File: config.mk
export PLATFORM = sky130hd
export DESIGN_NAME = ssm_mode_fsm
export DESIGN_NICKNAME = d
export VERILOG_FILES = /design/src/rtl/ssm_pkg.sv /design/src/rtl/ssm_timer_if.sv /design/src/rtl/ssm_timer.sv /design/src/rtl/ssm_mode_fsm.sv
export SDC_FILE = /design/constraint.sdc
export NUM_CORES = 1
export LEC_CHECK = 0
export BUFFER_PORTS_ARGS = -buffer_cell sky130_fd_sc_hd__buf_2
export CAP_MARGIN = 10
export CORE_UTILIZATION = 53
export DETAILED_ROUTE_END_ITERATION = 10
export PLACE_DENSITY_LB_ADDON = 0.12
export SLEW_MARGIN = 5
export SYNTH_ARGS = -nofsm -noshare
export SYNTH_HDL_FRONTEND = slang
export SYNTH_SLANG_ARGS = --single-unit
export TNS_END_PERCENT = 1
File: constraint.sdc
create_clock -name clk -period 2.05 [get_ports clk]
set_input_delay 0.3075 -clock clk [delete_from_list [all_inputs] [get_ports clk]]
set_output_delay 0.3075 -clock clk [all_outputs]
set_load 0.03 [all_outputs]
File: src/rtl/ssm_pkg.sv
// constants and types shared by the smart switch mode machine
package ssm_pkg;
  // operating modes, one-hot
  typedef enum logic [5:0] {
    SSM_OFF = 6'b00_0001,
    SSM_STANDBY = 6'b00_0010,
    SSM_STBY_DLY = 6'b00_0100,
    SSM_DIAG = 6'b00_1000,
    SSM_ACTIVE = 6'b01_0000,
    SSM_FAULT = 6'b10_0000
  } ssm_state_t;
  // sense output selection
  typedef enum logic [2:0] {
    SSM_SNS_OFF = 3'h0,
    SSM_SNS_CURRENT = 3'h1,
    SSM_SNS_TEMP = 3'h2,
    SSM_SNS_FAULT = 3'h4
  } ssm_sense_t;
  localparam int SSM_CLK_HZ = 10_000_000;
  localparam int SSM_STBY_US = 1000;
  localparam int SSM_RETRY_US = 1000;
  localparam int SSM_STBY_CYC = (SSM_STBY_US * (SSM_CLK_HZ / 1_000_000));
  localparam int SSM_RETRY_CYC = (SSM_RETRY_US * (SSM_CLK_HZ / 1_000_000));
  localparam logic [15:0] SSM_TIMER_RST = 16'h0000;
endpackage

File: src/rtl/ssm_timer_if.sv
// start and expiry handshake between mode machine and delay timer
`timescale 1ns/1ps
interface ssm_timer_if;
  logic start;
  logic running;
  logic expired;
  modport ctrl (output start, input running, input expired);
  modport tmr (input start, output running, output expired);
endinterface

File: src/rtl/ssm_timer.sv
// down-counting delay timer with restart and one-cycle expiry pulse
`timescale 1ns/1ps
module ssm_timer import ssm_pkg::*; #(
  parameter int Cycles = 1000
) (
  input wire logic clk, // system clock
  input wire logic srst, // sync reset, high
  ssm_timer_if.tmr tif // timer handshake
);
  logic [15:0] cnt_q;
  // restart reloads; expiry fires once when count reaches one
  always_ff @(posedge clk) begin
    if (srst) begin
      cnt_q <= SSM_TIMER_RST;
    end else if (tif.start) begin
      cnt_q <= 16'(Cycles);
    end else if (cnt_q != 16'h0000) begin
      cnt_q <= cnt_q - 16'h0001;
    end
  end
  assign tif.running = (cnt_q != 16'h0000);
  // plain count compare keeps the start-to-expiry path free of a loop through the caller
  assign tif.expired = (cnt_q == 16'h0001);
endmodule

File: src/rtl/ssm_mode_fsm.sv
// operating-mode state machine of a single-channel smart high-side switch
// What this block does
// - fault detect on retry wait, open load
// - standby: lowest power, no diagnostics
// - diagnostic state runs with switch off
// - both enables low: delay, then standby
// - active: switch on, diagnostics switchable
// - in active, thermal or current-limit shutdown enters fault
// - leave fault: cleared, unlatched, retry expired
// - after fault, switch follows enable input
// - ground loss disables switch until restored
// - fault level only with select low
// - no fault: select chooses current or temperature
// - open-load flag clears on enable edges
`timescale 1ns/1ps
module ssm_mode_fsm import ssm_pkg::*; #(
  parameter int StbyCycles = SSM_STBY_CYC,
  parameter int RetryCycles = SSM_RETRY_CYC
) (
  input wire logic clk, // system clock
  input wire logic srst, // sync reset, high
  input wire logic powerGood, // supply present
  input wire logic enableIn, // switch enable pin
  input wire logic diag_enable_input, // diagnostic enable pin
  input wire logic latchIn, // latch-off select pin
  input wire logic sense_select_input, // sense mux select
  input wire logic thermalShutdown, // overtemperature event level
  input wire logic currentLimit, // current-limit event level
  input wire logic openLoadDetect, // output above open-load threshold
  input wire logic groundLost, // device ground missing
  output logic switchOn, // power fet gate drive
  output logic diagActive, // diagnostic circuits powered
  output logic lowPower, // standby power mode
  output logic faultDetect, // internal fault detect
  output logic senseDrive, // sense output driven
  output ssm_sense_t sense_output, // sense mux choice
  output ssm_state_t modeState // current mode
);
  ssm_state_t state_q;
  ssm_state_t state_d;
  logic enPrev_q;
  logic diagPrev_q;
  logic openLoadFlag_q;
  logic openLoadFlag_d;
  logic shutFault;
  logic stbyStart;
  logic retryStart;
  ssm_timer_if stbyIf();
  ssm_timer_if retryIf();

  assign shutFault = thermalShutdown || currentLimit;

  // one timer for standby delay, one for retry; both restart on entry
  ssm_timer #(.Cycles(StbyCycles)) stbyTimer (
    .clk(clk),
    .srst(srst),
    .tif(stbyIf)
  );
  ssm_timer #(.Cycles(RetryCycles)) retryTimer (
    .clk(clk),
    .srst(srst),
    .tif(retryIf)
  );
  assign stbyStart = (state_d == SSM_STBY_DLY) && (state_q != SSM_STBY_DLY);
  // retry restarts while a shutdown persists, so expiry follows the last fault
  assign retryStart = (state_d == SSM_FAULT) && (state_q != SSM_FAULT || shutFault);
  assign stbyIf.start = stbyStart;
  assign retryIf.start = retryStart;

  // next-mode decision
  always_comb begin
    state_d = state_q;
    case (state_q)
      SSM_OFF: begin
        if (powerGood) begin
          if (enableIn) begin
            state_d = SSM_ACTIVE;
          end else if (diag_enable_input) begin
            state_d = SSM_DIAG;
          end else begin
            state_d = SSM_STBY_DLY;
          end
        end
      end
      SSM_STANDBY, SSM_DIAG, SSM_STBY_DLY: begin
        if (enableIn) begin
          state_d = SSM_ACTIVE;
        end else if (diag_enable_input) begin
          state_d = SSM_DIAG;
        end else if (state_q == SSM_DIAG) begin
          state_d = SSM_STBY_DLY;
        end else if (state_q == SSM_STBY_DLY && stbyIf.expired) begin
          state_d = SSM_STANDBY;
        end
      end
      SSM_ACTIVE: begin
        if (shutFault) begin
          state_d = SSM_FAULT;
        end else if (!enableIn) begin
          state_d = diag_enable_input ? SSM_DIAG : SSM_STBY_DLY;
        end
      end
      SSM_FAULT: begin
        // latch high holds the fault until latch goes low or power drops
        if (!shutFault && !latchIn && !retryIf.running) begin
          if (enableIn) begin
            state_d = SSM_ACTIVE;
          end else begin
            state_d = diag_enable_input ? SSM_DIAG : SSM_STBY_DLY;
          end
        end
      end
      default: state_d = SSM_OFF;
    endcase
    if (!powerGood) begin
      state_d = SSM_OFF;
    end
  end

  // state register
  always_ff @(posedge clk) begin
    if (srst) begin
      state_q <= SSM_OFF;
    end else begin
      state_q <= state_d;
    end
  end

  // edge history of the two enable pins
  always_ff @(posedge clk) begin
    if (srst) begin
      enPrev_q <= 1'b0;
      diagPrev_q <= 1'b0;
    end else begin
      enPrev_q <= enableIn;
      diagPrev_q <= diag_enable_input;
    end
  end

  // open-load flag follows comparator with switch off; edges clear, new set wins
  // next value feeds the outputs so a clearing edge is not reported one cycle late
  always_comb begin
    openLoadFlag_d = openLoadFlag_q;
    if (diag_enable_input && !enableIn && openLoadDetect && state_d == SSM_DIAG) begin
      openLoadFlag_d = 1'b1;
    end else if ((diagPrev_q && !diag_enable_input) || (!enPrev_q && enableIn)) begin
      openLoadFlag_d = 1'b0;
    end else if (!openLoadDetect || state_d != SSM_DIAG) begin
      openLoadFlag_d = 1'b0;
    end
  end

  // open-load flag register
  always_ff @(posedge clk) begin
    if (srst) begin
      openLoadFlag_q <= 1'b0;
    end else begin
      openLoadFlag_q <= openLoadFlag_d;
    end
  end

  // registered outputs derived from the next mode
  always_ff @(posedge clk) begin
    if (srst) begin
      switchOn <= 1'b0;
      diagActive <= 1'b0;
      lowPower <= 1'b0;
      faultDetect <= 1'b0;
      senseDrive <= 1'b0;
      sense_output <= SSM_SNS_OFF;
      modeState <= SSM_OFF;
    end else begin
      modeState <= state_d;
      // ground loss forces the fet off without disturbing the mode
      switchOn <= (state_d == SSM_ACTIVE) && !groundLost;
      lowPower <= (state_d == SSM_STANDBY);
      diagActive <= diag_enable_input && !groundLost &&
                    (state_d == SSM_DIAG || state_d == SSM_ACTIVE ||
                     state_d == SSM_FAULT);
      faultDetect <= (state_d == SSM_FAULT) || openLoadFlag_d;
      senseDrive <= diag_enable_input && !groundLost && state_d != SSM_STANDBY &&
                    state_d != SSM_OFF;
      if (!diag_enable_input || groundLost || state_d == SSM_STANDBY ||
          state_d == SSM_OFF) begin
        sense_output <= SSM_SNS_OFF;
      end else if (sense_select_input) begin
        sense_output <= SSM_SNS_TEMP;
      end else if ((state_d == SSM_FAULT) || openLoadFlag_d) begin
        sense_output <= SSM_SNS_FAULT;
      end else begin
        sense_output <= SSM_SNS_CURRENT;
      end
    end
  end

  // checks
  standby_entry_a: assert property (@(posedge clk) disable iff (srst)
    (state_q == SSM_STBY_DLY && state_d == SSM_STANDBY) |-> stbyIf.expired &&
    !enableIn && !diag_enable_input)
    else $error("standby entered early");
  shut_fault_a: assert property (@(posedge clk) disable iff (srst)
    (state_q == SSM_ACTIVE && shutFault && powerGood) |=> state_q == SSM_FAULT)
    else $error("shutdown did not enter fault");
  fault_exit_a: assert property (@(posedge clk) disable iff (srst)
    (state_q == SSM_FAULT && state_d != SSM_FAULT && powerGood) |->
    !latchIn && !shutFault && !retryIf.running)
    else $error("fault left too soon");
  retry_target_a: assert property (@(posedge clk) disable iff (srst)
    (state_q == SSM_FAULT && state_d != SSM_FAULT && powerGood) |->
    ((state_d == SSM_ACTIVE) == enableIn))
    else $error("wrong state after fault");
  gnd_off_a: assert property (@(posedge clk) disable iff (srst)
    groundLost |=> !switchOn)
    else $error("switch on without ground");
  switch_mode_a: assert property (@(posedge clk) disable iff (srst)
    switchOn |-> modeState == SSM_ACTIVE)
    else $error("switch on outside active");
  standby_quiet_a: assert property (@(posedge clk) disable iff (srst)
    lowPower |-> !diagActive && !senseDrive && !switchOn)
    else $error("diagnostics in standby");
  sense_fault_a: assert property (@(posedge clk) disable iff (srst)
    (sense_output == SSM_SNS_FAULT) |-> faultDetect && !$past(sense_select_input))
    else $error("fault level with select high");
  power_up_a: assert property (@(posedge clk) disable iff (srst)
    (state_q == SSM_OFF && powerGood) |=> state_q != SSM_OFF)
    else $error("stuck in off");
  standby_timer_a: assert property (@(posedge clk) disable iff (srst)
    (state_q == SSM_STANDBY) |-> !stbyIf.running)
    else $error("standby with delay still running");
  retry_cov: cover property (@(posedge clk) disable iff (srst)
    state_q == SSM_FAULT ##1 state_q == SSM_ACTIVE);
  standby_cov: cover property (@(posedge clk) disable iff (srst)
    state_q == SSM_STBY_DLY ##1 state_q == SSM_STANDBY);
  openload_cov: cover property (@(posedge clk) disable iff (srst)
    openLoadFlag_q ##1 !openLoadFlag_q);
  diag_cov: cover property (@(posedge clk) disable iff (srst)
    state_q == SSM_DIAG ##1 state_q == SSM_ACTIVE);
  retry_expiry_cov: cover property (@(posedge clk) disable iff (srst)
    retryIf.expired ##2 state_q != SSM_FAULT);
endmodule

==> results.yml <==
run_status:
  status: "completed"
worst_hold_path:
  hp-class: "in2reg"
critical_path:
  cpPeakStageDelay_ps: 590
  crit_path_end_kind: "flop"
  crit_path_start_kind: "flop"
  cp.required_ps: 2240
  critPathKind: "reg2reg"
  crit_chain: "or4_4, nand4b_4, a22o_1, a211oi_1, nor4_1"
  arrival_ps: 2160
  critPathSlowestCell: "or4_4"
  crit_fanout: 5
cts:
  post_cts_buffers: 0
  htree_levels: 2
  cts.clk_slew.worst_paths_ps: 90
  clockRootBuffer: "clkbuf_8"
  cts_tree: "done"
  insertion_delay_ps: 310
  hold_buffers: 0
  cts_buffers: 5
  clock-sinks: 46
  clock_path_buffers: 2
die:
  core_um2: 4470
  pin_count: 25
  rows: 24
  die_h_um: 71.1
  die_area_um2: 5050
  start_util_pct: 56.5
  die_width_um: 71.1
global_routing:
  grt_pass1_vias: 2044
  grt_start_max_net_pins: 17
  grt_pass1_wl_um: 9380
  overflow: 0
  antenna_found_initial: 0
  grt_use_total_pct: 23.4
logic_synthesis:
  synth_top_area_share_pct: 36.4
  async_reset_ff_share_pct: 0
  synth_area_um2: 2530
  synth_area_leaders: "dfxtp_1 (36%), xnor2_1 (6.9%), nor3_2 (4.0%), nor2_1 (3.9%), nor3_1 (3.8%)"
  synth_area_leader_cell: "dfxtp_1"
  syn_inst: 279
  syn_nets: 295
  ys_seq_area_share_pct: 36.4
  ys_warn_count: 0
  ys_seq_elements: 46
  synth_edf_count: 0
  synth_top_flop_cell: "dfxtp_1"
  ys_types: 49
  syn_avg_cell_area_um2: 9.07
detailed_routing:
  wl_per_cell_um: 15.2
  ant_nets: 0
  drc: 0
  vias: 2212
  wl_um: 5790
  firstDrtPassIters: 6
  initialDrtViolationCount: 139
  viasPerCell: 5.82
sta:
  fin_ws_ps: 75.8
  tightest_slew_ps: 667
  slew_violations: 0
  hold_viol: 0
  setup_viol: 0
  max_slew_margin_pct: 55.1
  finClkSkew_ps: 5.62
  whs_ps: 177
  fmax_ghz: 0.507
  rsz0062_at_grt: "true"
  period_minus_slack_ps: 1970
  post-route-period-util_pct: 96.3
pwr:
  p_per_area_nw_per_um2: 1450
  ir_drop_uv: 965
  cellLeakagePower_nw: 1.23
  power_w: 0.00445
final_layout:
  syn_to_final_growth_pct: 21.0
  antenna_cells: 0
  fillers: 381
  final_cell_mix: "dfxtp_1 (43), buf_4 (29), nor2_1 (25), buf_2 (24), xnor2_1 (20)"
  nets: 343
  drive_above_1_share_pct: 30.8
  final_common_cell: "dfxtp_1"
place:
  gp_congestion: 0.870
  hpwl_um: 4010
  pre_cts_ws_ps: -1.64
  port_buffers: 24
run:
  cap_violations: 0
==> per-stage QoR <==
| stage | TNS [ps] | area, µm² | util (%) | instances |
|---|---|---|---|---|
| floorplan | 0 | 2530 | - | 279 |
| global placement | 0 | 2870 | 64.2 | 371 |
| detailed placement | -4.11 | 2870 | 64.2 | 371 |
| CTS | 0 | 2960 | 66.2 | 379 |
| global route | -59.9 | 3060 | 68.4 | 380 |
| finish | 0 | 3060 | 68.4 | 380 |
==> logic make-up (layout without fill, tap and decap cells) <==
family                   after synthesis  after routing  synth area share (%)
AND/OR/NAND/NOR                      139            139                  35.8
flip-flops                            46             46                  36.4
AO/OA/AOI/OAI                         41             42                  12.5
XOR/XNOR                              27             27                  9.35
buffers and inverters                 21             69                  3.56
adder cells (fa/ha/maj)                5              5                  2.47
==> state kept, by name, summed over array words and instances, names as in the netlist, 3 cells and up <==
| signal | cells |
|---|---|
| retryTimer.cnt_q | 16 |
| modeState | 6 |
| stbyTimer.cnt_q | 16 |
| sense_output | 3 |
==> per-layer routing <==
layer	vias to the layer above	wire length [µm]	global-route usage (%)
li1	1118	-	-
met1	1039	2800	32.0
met2	46	2670	37.2
met3	9	219	4.42
met4	0	94	8.00
met5	-	0	0
==> worst max-delay path, delay by kind of cell (launching register included) <==
family,cells,cell delay [ps]
compound gates,2,590
flops,1,350
simple gates,3,910
==> what timing repair did <==
action                                  4_1_cts  5_1_grt
resized for setup                             0       19
endpoints found under the setup margin        5       27
endpoints found under the hold margin         0        0
gates cloned                                  0        1
pin swaps                                     1        4
==> worst paths after layout <==
kind | depth (start not counted) | start | endpoint | slack (ps)
setup / recovery | 5 | retryTimer.cnt_q[11] | sense_output[2] | 80
hold / removal | 2 | groundLost | switchOn | 180
setup reg to reg | 5 | retryTimer.cnt_q[11] | sense_output[2] | 80
hold reg to reg | 2 | retryTimer.cnt_q[1] | retryTimer.cnt_q[1] | 520
==> cell usage after synthesis, drive strengths merged (3+ instances only) <==
master,number
a211oi,3
a21oi,13
and2,3
buf,4
clkbuf,9
dfxtp,46
ha,5
inv,8
nand2,6
nand2b,9
nand3,6
nor2,26
nor2b,6
nor3,29
nor3b,6
nor4,18
nor4b,8
o21ai,6
o21ba,5
or3,6
or4,8
xnor2,20
xor2,7
==> final cells by class <==
cell class	instances	area [µm²]	share of cell area, %
multi-input combinational	213	1610	52.5
sequential	46	932	30.5
timing repair buffer	53	338	11.0
clock buffer	5	68.8	2.25
tap	52	65.1	2.13
inverter	8	30.0	0.981
clock inverter	3	21.3	0.695
==> where the power goes <==
group | switching (W) | internal [W] | total [W]
registers | 0.000286 | 0.00114 | 0.00143
clock network | 0.000326 | 0.000240 | 0.000566
logic | 0.00121 | 0.00124 | 0.00245
(Power assumes the default switching activity.)
